## config.mk

```make
export PLATFORM = sky130hd
export DESIGN_NAME = pmpr_core
export DESIGN_NICKNAME = d
export VERILOG_FILES = /design/src/core/pmpr_pkg.sv /design/src/core/pmpr_core.sv
export SDC_FILE = /design/constraint.sdc
export NUM_CORES = 1
export LEC_CHECK = 0
export BUFFER_PORTS_ARGS = -buffer_cell sky130_fd_sc_hd__buf_2
export CORE_MARGIN = 4
export CORE_UTILIZATION = 40
export DETAILED_ROUTE_END_ITERATION = 12
export SKIP_LAST_GASP = 1
export SLEW_MARGIN = 10
export SYNTH_ARGS = -nofsm -noshare
export SYNTH_HDL_FRONTEND = slang
export SYNTH_SLANG_ARGS = --single-unit
```

## constraint.sdc

```tcl
create_clock -name clk_sys -period 2.9 [get_ports clk_sys]
set_input_delay 0.87 -clock clk_sys [delete_from_list [all_inputs] [get_ports clk_sys]]
set_output_delay 0.87 -clock clk_sys [all_outputs]
set_load 0.1 [all_outputs]
```

## src/core/pmpr_pkg.sv

```systemverilog
// constants, register map and encodings for the pointer map and power-down block
// assumes a single 250 MHz system clock and an I2C controller on the far pins
package pmpr_pkg;

  // ==========================================================
  // pointer modes (upper nibble of the pointer byte)
  localparam logic [3:0] MODE_CONFIG = 4'h0;
  localparam logic [3:0] MODE_DAC_WRITE = 4'h1;
  localparam logic [3:0] MODE_ADC_READ = 4'h2;
  localparam logic [3:0] MODE_DAC_READ = 4'h3;
  localparam logic [3:0] MODE_GPIO_READ = 4'h4;
  localparam logic [3:0] MODE_REG_READ = 4'h5;

  // ==========================================================
  // control register offsets (lower nibble in configuration mode)
  localparam logic [3:0] OFS_NO_OPERATION = 4'h0;
  localparam logic [3:0] OFS_CONVERSION_SEQUENCE = 4'h2;
  localparam logic [3:0] OFS_GENERAL_CONTROL = 4'h3;
  localparam logic [3:0] OFS_ANALOG_INPUT_PIN_SELECT = 4'h4;
  localparam logic [3:0] OFS_ANALOG_OUTPUT_PIN_SELECT = 4'h5;
  localparam logic [3:0] OFS_PULLDOWN_SELECT = 4'h6;
  localparam logic [3:0] OFS_LOAD_MODE = 4'h7;
  localparam logic [3:0] OFS_DIGITAL_OUTPUT_SELECT = 4'h8;
  localparam logic [3:0] OFS_DIGITAL_OUTPUT_VALUE = 4'h9;
  localparam logic [3:0] OFS_DIGITAL_INPUT_SELECT = 4'hA;
  localparam logic [3:0] OFS_POWERDOWN_REFERENCE_CONTROL = 4'hB;
  localparam logic [3:0] OFS_DRAIN_MODE_SELECT = 4'hC;
  localparam logic [3:0] OFS_HIGH_IMPEDANCE_SELECT = 4'hD;
  localparam logic [3:0] OFS_SOFT_RESTART = 4'hF;

  // ==========================================================
  // reset values and magic words
  localparam logic [15:0] RST_DEFAULT = 16'h0000;
  localparam logic [15:0] RST_PULLDOWN_SELECT = 16'h00FF;
  localparam logic [15:0] SOFT_RESTART_KEY = 16'h0DAC;

  // ==========================================================
  // field positions
  localparam int GLOBAL_POWERDOWN_BIT = 10;
  localparam int REF_ENABLE_BIT = 9;
  localparam int TEMP_READ_BIT = 8;
  localparam int DAC_CODE_WIDTH = 12;

  // ==========================================================
  // timing: reset completion time, longest figure so rounded down
  localparam int RESET_TIME_US = 100;
  localparam int CLK_MHZ = 250;
  localparam int RESET_CYCLES = RESET_TIME_US * CLK_MHZ;

  // bus engine states, gray along start-byte-ack-byte path
  typedef enum logic [2:0] {
    PMPR_IDLE = 3'b000,
    PMPR_RX = 3'b001,
    PMPR_RX_ACK = 3'b011,
    PMPR_TX = 3'b010,
    PMPR_TX_ACK = 3'b110
  } pmpr_state_e;

endpackage

```

## src/core/pmpr_core.sv

```systemverilog
// pointer decode, control registers, power-down control and resets, with the I2C target
// assumes scl/sda/reset pins arrive asynchronously; sda is open-drain outside
`timescale 1ns/1ps

module pmpr_core #(
  parameter logic [6:0] DEV_ADDR = 7'h10,            // bus address, arbitrary default
  parameter int RESET_CYCLES = pmpr_pkg::RESET_CYCLES // shorten in simulation
) (
  input wire logic clk_sys,
  input wire logic rst_n,
  input wire logic scl_in,                // I2C clock pin level
  input wire logic sda_in,                // I2C data pin level
  output logic sda_out,                   // always low; pin is open-drain
  output logic sda_oe,                    // high while pulling sda low
  input wire logic reset_pin_n,           // hardware reset pin, active low
  input wire logic [15:0] adc_result,     // latest conversion word from the converter
  input wire logic [7:0] gpio_level,      // digital input levels from the pin logic
  output logic [95:0] dac_code,           // eight 12-bit held DAC codes, channel 0 low
  output logic [7:0] dac_powerdown,       // per channel powered down
  output logic [7:0] dac_hiz,             // per channel analog output high impedance
  output logic ref_enable,                // reference and buffer powered
  output logic adc_power,                 // converter powered
  output logic [15:0] conversion_sequence,
  output logic [15:0] general_control,
  output logic [7:0] analog_input_pins,
  output logic [7:0] analog_output_pins,
  output logic [7:0] pulldown_pins,
  output logic [15:0] load_mode,
  output logic [7:0] digital_output_pins,
  output logic [7:0] digital_output_value,
  output logic [7:0] digital_input_pins,
  output logic [7:0] drain_mode_pins,
  output logic [7:0] high_impedance_pins,
  output logic restart_busy               // reset action in progress, bus ignored
);

  // ==========================================================
  // pin synchronisers: three stages, a level counts once stages two and three agree
  logic [2:0] scl_sync;
  logic [2:0] sda_sync;
  logic [2:0] rpin_sync;
  logic scl_f;                            // filtered clock level
  logic sda_f;                            // filtered data level
  logic rpin_f;                           // filtered reset pin level
  logic scl_q;                            // previous filtered clock
  logic sda_q;                            // previous filtered data
  logic rpin_q;                           // previous filtered reset pin

  // shift chains; stage 0 is only read by stage 1
  always_ff @(posedge clk_sys) begin
    if (!rst_n) begin
      scl_sync <= 3'h7;
      sda_sync <= 3'h7;
      rpin_sync <= 3'h7;
    end else begin
      scl_sync <= {scl_sync[1:0], scl_in};
      sda_sync <= {sda_sync[1:0], sda_in};
      rpin_sync <= {rpin_sync[1:0], reset_pin_n};
    end
  end

  // filtered levels only move when the last two stages agree
  always_ff @(posedge clk_sys) begin
    if (!rst_n) begin
      scl_f <= 1'b1;
      sda_f <= 1'b1;
      rpin_f <= 1'b1;
      scl_q <= 1'b1;
      sda_q <= 1'b1;
      rpin_q <= 1'b1;
    end else begin
      if (scl_sync[1] == scl_sync[2]) scl_f <= scl_sync[2];
      if (sda_sync[1] == sda_sync[2]) sda_f <= sda_sync[2];
      if (rpin_sync[1] == rpin_sync[2]) rpin_f <= rpin_sync[2];
      scl_q <= scl_f;
      sda_q <= sda_f;
      rpin_q <= rpin_f;
    end
  end

  // bus events
  wire scl_rise = scl_f & ~scl_q;
  wire scl_fall = ~scl_f & scl_q;
  wire bus_start = scl_f & scl_q & sda_q & ~sda_f;
  wire bus_stop = scl_f & scl_q & ~sda_q & sda_f;
  wire pin_reset_edge = rpin_q & ~rpin_f;

  // ==========================================================
  // byte engine state
  pmpr_pkg::pmpr_state_e state;
  pmpr_pkg::pmpr_state_e next_state;
  logic [7:0] shreg;                      // receive shift register
  logic [3:0] bit_cnt;                    // bits taken in the current byte
  logic [1:0] byte_idx;                   // 0 address, 1 pointer, 2 msb, 3 lsb
  logic rd_mode;                          // transfer is a read
  logic [7:0] pointer;                    // last pointer byte written
  logic [7:0] msb_hold;                   // first data byte of a word
  logic [15:0] tx_word;                   // word being sent on a read
  logic tx_lsb;                           // sending the low byte
  logic ack_drive;                        // pull sda low for the ack slot
  logic [15:0] regs [0:15];               // control registers by offset
  logic [11:0] dac_hold [0:7];            // held DAC codes
  logic [14:0] busy_cnt;                  // reset completion counter

  // ==========================================================
  // byte decode
  wire byte_done = scl_fall & (state == pmpr_pkg::PMPR_RX) & (bit_cnt == 4'h8);
  wire addr_hit = (shreg[7:1] == DEV_ADDR);
  wire [3:0] ptr_mode = pointer[7:4];
  wire [3:0] ptr_sel = pointer[3:0];
  wire [2:0] ptr_chan = pointer[2:0];
  wire [15:0] rx_word = {msb_hold, shreg};
  wire mode_cfg = (ptr_mode == pmpr_pkg::MODE_CONFIG);
  wire cfg_reg_ok = mode_cfg & (ptr_sel >= pmpr_pkg::OFS_CONVERSION_SEQUENCE)
                    & (ptr_sel <= pmpr_pkg::OFS_HIGH_IMPEDANCE_SELECT);
  wire soft_key = mode_cfg & (ptr_sel == pmpr_pkg::OFS_SOFT_RESTART)
                  & (rx_word == pmpr_pkg::SOFT_RESTART_KEY);
  wire lsb_done = byte_done & ~rd_mode & (byte_idx == 2'h3);
  wire soft_restart = lsb_done & soft_key;
  wire cfg_write = lsb_done & cfg_reg_ok;
  wire dac_write = lsb_done & (ptr_mode == pmpr_pkg::MODE_DAC_WRITE);
  wire do_reset = soft_restart | pin_reset_edge;
  wire busy = (busy_cnt != 15'h0000);

  // readback word chosen by pointer mode; undefined modes read zero
  logic [15:0] rd_word;
  always_comb begin
    case (ptr_mode)
      pmpr_pkg::MODE_ADC_READ: rd_word = adc_result;
      pmpr_pkg::MODE_DAC_READ: rd_word = {1'b1, ptr_chan, dac_hold[ptr_chan]};
      pmpr_pkg::MODE_GPIO_READ: rd_word = {8'h00, gpio_level};
      pmpr_pkg::MODE_REG_READ: rd_word = regs[ptr_sel];
      default: rd_word = 16'h0000;
    endcase
  end

  // ==========================================================
  // next state of the byte engine
  always_comb begin
    next_state = state;
    case (state)
      pmpr_pkg::PMPR_IDLE: begin
        next_state = pmpr_pkg::PMPR_IDLE;
      end
      pmpr_pkg::PMPR_RX: begin
        // address miss or soft restart key: leave without acknowledging
        if (byte_done) begin
          if ((byte_idx == 2'h0 && !addr_hit) || soft_restart) next_state = pmpr_pkg::PMPR_IDLE;
          else next_state = pmpr_pkg::PMPR_RX_ACK;
        end
      end
      pmpr_pkg::PMPR_RX_ACK: begin
        if (scl_fall) next_state = rd_mode ? pmpr_pkg::PMPR_TX : pmpr_pkg::PMPR_RX;
      end
      pmpr_pkg::PMPR_TX: begin
        // the count reaches eight on this very fall, so the ack slot starts here
        if (scl_fall && bit_cnt == 4'h7) next_state = pmpr_pkg::PMPR_TX_ACK;
      end
      pmpr_pkg::PMPR_TX_ACK: begin
        // ack taken as the ack clock falls: data still holds, and the bit count never sees that fall
        if (scl_fall) next_state = sda_f ? pmpr_pkg::PMPR_IDLE : pmpr_pkg::PMPR_TX;
      end
      default: next_state = pmpr_pkg::PMPR_IDLE;
    endcase
  end

  // state register; start and stop win, reset action silences the bus
  always_ff @(posedge clk_sys) begin
    if (!rst_n || busy || do_reset) state <= pmpr_pkg::PMPR_IDLE;
    else if (bus_stop) state <= pmpr_pkg::PMPR_IDLE;
    else if (bus_start) state <= pmpr_pkg::PMPR_RX;
    else state <= next_state;
  end

  // ==========================================================
  // bit counter and receive shift register
  always_ff @(posedge clk_sys) begin
    if (!rst_n || bus_start) begin
      bit_cnt <= 4'h0;
      shreg <= 8'h00;
    end else if (state == pmpr_pkg::PMPR_RX && scl_rise) begin
      shreg <= {shreg[6:0], sda_f};
      bit_cnt <= bit_cnt + 4'h1;
    end else if (state == pmpr_pkg::PMPR_TX && scl_fall) begin
      bit_cnt <= bit_cnt + 4'h1;
    end else if (state != pmpr_pkg::PMPR_RX && state != pmpr_pkg::PMPR_TX) begin
      bit_cnt <= 4'h0;
    end
  end

  // byte index, direction, pointer and high data byte
  always_ff @(posedge clk_sys) begin
    if (!rst_n || do_reset) begin
      byte_idx <= 2'h0;
      rd_mode <= 1'b0;
      pointer <= 8'h00;
      msb_hold <= 8'h00;
    end else if (bus_start) begin
      byte_idx <= 2'h0;
      rd_mode <= 1'b0;
    end else if (byte_done) begin
      case (byte_idx)
        2'h0: rd_mode <= shreg[0];
        2'h1: pointer <= shreg;
        2'h2: msb_hold <= shreg;
        default: msb_hold <= msb_hold;
      endcase
      // words repeat msb, lsb after the pointer
      byte_idx <= (byte_idx == 2'h3) ? 2'h2 : byte_idx + 2'h1;
    end
  end

  // ==========================================================
  // transmit side: the word is loaded when the address ack ends
  always_ff @(posedge clk_sys) begin
    if (!rst_n || bus_start) begin
      tx_word <= 16'h0000;
      tx_lsb <= 1'b0;
    end else if (state == pmpr_pkg::PMPR_RX_ACK && scl_fall && rd_mode) begin
      tx_word <= rd_word;
      tx_lsb <= 1'b0;
    end else if (state == pmpr_pkg::PMPR_TX_ACK && scl_fall && !sda_f) begin
      // next byte: low half, or a fresh word for streaming reads
      if (tx_lsb) tx_word <= rd_word;
      tx_lsb <= ~tx_lsb;
    end
  end

  wire [7:0] tx_byte = tx_lsb ? tx_word[7:0] : tx_word[15:8];
  wire [2:0] tx_bit_idx = 3'h7 - bit_cnt[2:0];

  // ack drive: set on the eighth falling edge, held through the ack clock
  always_ff @(posedge clk_sys) begin
    if (!rst_n || do_reset || bus_start || bus_stop) ack_drive <= 1'b0;
    else if (state == pmpr_pkg::PMPR_RX && next_state == pmpr_pkg::PMPR_RX_ACK) ack_drive <= 1'b1;
    else if (state == pmpr_pkg::PMPR_RX_ACK && scl_fall) ack_drive <= 1'b0;
  end

  // data pin: ack, or a zero data bit while sending; sda is open-drain
  always_ff @(posedge clk_sys) begin
    if (!rst_n) sda_oe <= 1'b0;
    else if (state == pmpr_pkg::PMPR_TX && bit_cnt < 4'h8) sda_oe <= ~tx_byte[tx_bit_idx];
    else sda_oe <= ack_drive;
  end
  assign sda_out = 1'b0;

  // ==========================================================
  // control registers, cleared by either reset; pull-downs come back on
  genvar gi;
  generate
    for (gi = 0; gi < 16; gi++) begin : g_regs
      localparam logic [15:0] RST_VAL = (gi == pmpr_pkg::OFS_PULLDOWN_SELECT) ?
                                        pmpr_pkg::RST_PULLDOWN_SELECT : pmpr_pkg::RST_DEFAULT;
      always_ff @(posedge clk_sys) begin
        if (!rst_n || do_reset) regs[gi] <= RST_VAL;
        else if (cfg_write && ptr_sel == 4'(gi)) regs[gi] <= rx_word;
      end
    end
    // held DAC codes: power-down never touches them, so outputs resume
    for (gi = 0; gi < 8; gi++) begin : g_dac
      always_ff @(posedge clk_sys) begin
        if (!rst_n || do_reset) dac_hold[gi] <= 12'h000;
        else if (dac_write && ptr_chan == 3'(gi)) dac_hold[gi] <= rx_word[11:0];
      end
      assign dac_code[gi*12 +: 12] = dac_hold[gi];
    end
  endgenerate

  // reset completion counter; bus is ignored until it runs out
  always_ff @(posedge clk_sys) begin
    if (!rst_n) busy_cnt <= 15'h0000;
    else if (do_reset) busy_cnt <= 15'(RESET_CYCLES);
    else if (busy) busy_cnt <= busy_cnt - 15'h0001;
  end
  assign restart_busy = busy;

  // ==========================================================
  // power-down and reference control
  wire [15:0] pdref = regs[pmpr_pkg::OFS_POWERDOWN_REFERENCE_CONTROL];
  wire global_powerdown = pdref[pmpr_pkg::GLOBAL_POWERDOWN_BIT];
  wire temp_read = regs[pmpr_pkg::OFS_CONVERSION_SEQUENCE][pmpr_pkg::TEMP_READ_BIT];
  wire any_adc_pin = |regs[pmpr_pkg::OFS_ANALOG_INPUT_PIN_SELECT][7:0];

  // individual bits only count for pins that are DAC outputs
  assign dac_powerdown = global_powerdown ? 8'hFF
                         : (pdref[7:0] & regs[pmpr_pkg::OFS_ANALOG_OUTPUT_PIN_SELECT][7:0]);
  assign dac_hiz = dac_powerdown;
  assign ref_enable = pdref[pmpr_pkg::REF_ENABLE_BIT] & ~global_powerdown;
  assign adc_power = (any_adc_pin | temp_read) & ~global_powerdown;

  // ==========================================================
  // pin configuration views
  assign conversion_sequence = regs[pmpr_pkg::OFS_CONVERSION_SEQUENCE];
  assign general_control = regs[pmpr_pkg::OFS_GENERAL_CONTROL];
  assign analog_input_pins = regs[pmpr_pkg::OFS_ANALOG_INPUT_PIN_SELECT][7:0];
  assign analog_output_pins = regs[pmpr_pkg::OFS_ANALOG_OUTPUT_PIN_SELECT][7:0];
  assign pulldown_pins = regs[pmpr_pkg::OFS_PULLDOWN_SELECT][7:0];
  assign load_mode = regs[pmpr_pkg::OFS_LOAD_MODE];
  assign digital_output_pins = regs[pmpr_pkg::OFS_DIGITAL_OUTPUT_SELECT][7:0];
  assign digital_output_value = regs[pmpr_pkg::OFS_DIGITAL_OUTPUT_VALUE][7:0];
  assign digital_input_pins = regs[pmpr_pkg::OFS_DIGITAL_INPUT_SELECT][7:0];
  assign drain_mode_pins = regs[pmpr_pkg::OFS_DRAIN_MODE_SELECT][7:0];
  assign high_impedance_pins = regs[pmpr_pkg::OFS_HIGH_IMPEDANCE_SELECT][7:0];

endmodule // pmpr_core

```

==> impl_metrics.json <==
{
  "ys.warnings.count": 0,
  "combPwrFrac_pct": 14.7,
  "nFillCells": 4389,
  "totalPowerFinal_w": 0.0159,
  "slew_viol_final": 0,
  "switchingPower_w": 0.00444,
  "vias": 13700,
  "dr.pass1.iters": 5,
  "dieArea_mm2": 0.0537,
  "layout-drive-gt1-share_pct": 30.6,
  "synthCells": 1543,
  "pin_count": 258,
  "ir_worst_vdd_v": 0.000510,
  "fmax_mhz": 348,
  "worst_path_max_delay_cell": "or4_4",
  "min_period_ns": 2.87,
  "pwr_density_cell_mw_per_mm2": 662,
  "ant_nets": 0,
  "worstPathRequired_ns": 2.03,
  "synth_edf_count": 352,
  "cp-end-kind": "output port",
  "p_leak_nw": 9.00,
  "power.internal_w": 0.0115,
  "ys_top_cells_by_area": "edfxtp_1 (53%), mux4_2 (9.4%), dfxtp_1 (8.7%), nor2_1 (5.2%), buf_4 (2.9%)",
  "path_buf_inv": 2,
  "grt_pass1_wl_mm": 92.8,
  "clkTransAtPathRegs_ns": 0.06,
  "finalWorstSetupSlack_ns": 0.0257,
  "worstSetupPathType": "flip-flop to output port",
  "multi_input_comb_area_mm2": 0.00691,
  "die_x_um": 232,
  "slew_headroom_pct": 39.1,
  "hold_ws_ns": 0.406,
  "area_growth_pct": 20.1,
  "cts_root_buf": "clkbuf_16",
  "viasPerCell": 5.41,
  "dp_cells": 2445,
  "ys_seq_elements": 439,
  "initial_utilization_pct": 40.7,
  "outcome": "finished clean",
  "start_kind": "flip-flop",
  "netlist_top_cells_count": "edfxtp_1 (352), nor2_1 (278), dfxtp_1 (87)",
  "worst-path-stages": 5,
  "place.gp.congestion": 0.908,
  "seqCellArea_mm2": 0.0123,
  "antenna_found_initial": 1,
  "clk_path_buf_depth": 3,
  "dieHeight_um": 232,
  "synth_top_area_share_pct": 52.7,
  "fin_setup_tns_ns": 0,
  "drc_errors": 0,
  "path_cells": "or4_4, nor4_4, buf_4, nand2_2, buf_12",
  "numPortBuffers": 256,
  "setup_viol": 0,
  "core_area_mm2": 0.0493,
  "final_nets": 1864,
  "synth.most_common_cell": "edfxtp_1",
  "wl_mm": 64.1,
  "p_clk_share_pct": 39.6,
  "ys_types": 70,
  "std_cell_rows": 81,
  "gr-total-overflow": 0,
  "wl_per_cell_um": 25.3,
  "cts_buffers": 48,
  "async_flop_share_pct": 0,
  "worstPathArrival_ns": 2.00,
  "grt_pass1_vias": 13700,
  "rsz0062_at_grt": "true",
  "clk_latency_ns": 0.59,
  "cp_top_family": "simple AND/OR/NAND/NOR gates",
  "grt_max_degree": 44,
  "pwr-share-seq_pct": 45.7,
  "diodes": 0,
  "postCtsHoldBufs": 0,
  "cts_tree": "done",
  "cts_sinks": 439,
  "skew_ns": 0.0250,
  "reg2reg_depth": 6,
  "post-route-period-util_pct": 99.1,
  "netlist_area_mm2": 0.0200,
  "finalHoldViolCount": 0,
  "final_cells": 2535,
  "drt_iter0_drc": 1280,
  "grt_usage_pct": 23.4,
  "critical_path.max_stage_delay_ns": 0.56,
  "maxCapViolations": 0,
  "place_ws_ns": 0.382,
  "htreeDepth": 2,
  "critical_path.max_fanout": 3,
  "p_sw_share_pct": 27.9,
  "hp-class": "flip-flop to flip-flop",
  "seq_area_frac_synth_pct": 61.4,
  "min_path_cells": 1,
  "dp_hpwl_mm": 45.2,
  "yosysTopAreaCell": "edfxtp_1",
  "synth.avg_cell_area_um2": 13.0,
  "worstMarginPinSlew_ns": 0.913,
  "yosys_most_used_dff": "edfxtp_1"
}
[cell type report]
| cell class | count | area share, % |
|---|---|---|
| sequential | 439 | 51.2 |
| clock inverter | 21 | 0.910 |
| timing repair buffer | 358 | 9.66 |
| clock buffer | 67 | 5.88 |
| tap | 664 | 3.45 |
| inverter | 13 | 0.203 |
| multi-input combinational | 973 | 28.7 |
[layout by cell type (no fill, tap or decap), types with 10 or more instances in the layout]
master and count:
a211oi_1 16, a21o_1 12, a21oi_1 28, and2_1 69, and3_1 10, buf_12 22, buf_2 255, buf_4 81
clkbuf_16 50, clkbuf_8 10, conb_1 65, dfxtp_1 82, edfxtp_1 352, inv_1 11, mux2_2 17, mux2i_1 44
mux4_2 84, nand2_1 83, nand2b_1 17, nand3_1 22, nor2_1 278, nor3_1 20, nor4_1 10, o21ai_0 17
o21ai_1 16, o22ai_1 10, or3_1 21
[cells by family after synthesis]
group | Yosys count | synth area share [%]
simple gates | 597 | 14.6
buf+inv | 195 | 5.57
fa+ha+maj | 2 | 0.125
compound gates | 152 | 5.09
mux | 145 | 12.6
other cells | 1 | 0.0187
flops | 439 | 61.4
xor+xnor | 12 | 0.524
[final timing paths]
path	from	end	slack, ns
worst min register to register	rpin_sync[0]	rpin_sync[1]	0.41
worst max-delay path	busy_cnt[5]	restart_busy	0.03
worst max register to register	pointer[1]	regs[7][5]	0.41
worst min-delay path	rpin_sync[0]	rpin_sync[1]	0.41
[sequential cells by signal (all words and copies together) (netlist names), named ones only]
signal,flops
rpin_sync,3
rd_mode,1
scl_f,1
tx_lsb,1
sda_oe,1
ack_drive,1
busy_cnt,15
sda_q,1
sda_f,1
rpin_q,1
regs,256
shreg,8
scl_q,1
state,3
dac_hold,96
rpin_f,1
pointer,8
tx_word,16
byte_idx,2
msb_hold,8
scl_sync,3
sda_sync,3
bit_cnt,4
[worst register-to-register path, cell delays in order (launching register included)]
cell	delay, ns
dfxtp_1	0.49
nand2_1	0.12
nor4_1	0.41
nand4_1	0.45
nand4_1	0.35
buf_12	0.29
nor2_1	0.12
[layer usage]
layer	routed length [um]	GRT usage, %	vias to the layer above
met5	0	0	-
met4	1420	5.25	0
met3	6240	6.18	79
met2	30800	38.3	600
met1	25600	31.7	6908
li1	-	-	6140
[power groups by stage]
stage	registers (W)	logic, W	clock network, W
floorplan	0.00789	0.00123	0
global placement	0.00738	0.00221	0
detailed placement	0.00739	0.00223	0
CTS	0.00727	0.00235	0.00643
global route	0.00730	0.00247	0.00667
finish	0.00727	0.00235	0.00631
[repair_timing]
item	in CTS	in global routing
setup buffers	2	0
gates resized for setup	9	1
pin swaps	2	1
endpoints found under the setup margin	1	1
[per-stage QoR]
| step | instance area (um2) | utilization, % |
|---|---|---|
| 2_1_floorplan | 20300 | - |
| 3_3_place_gp | 22400 | 45.4 |
| 3_5_place_dp | 22400 | 45.4 |
| 4_1_cts | 24100 | 48.9 |
| 5_1_grt | 24100 | 48.9 |
| 6_report | 24100 | 48.9 |
Power figures use the tool's default switching activity.
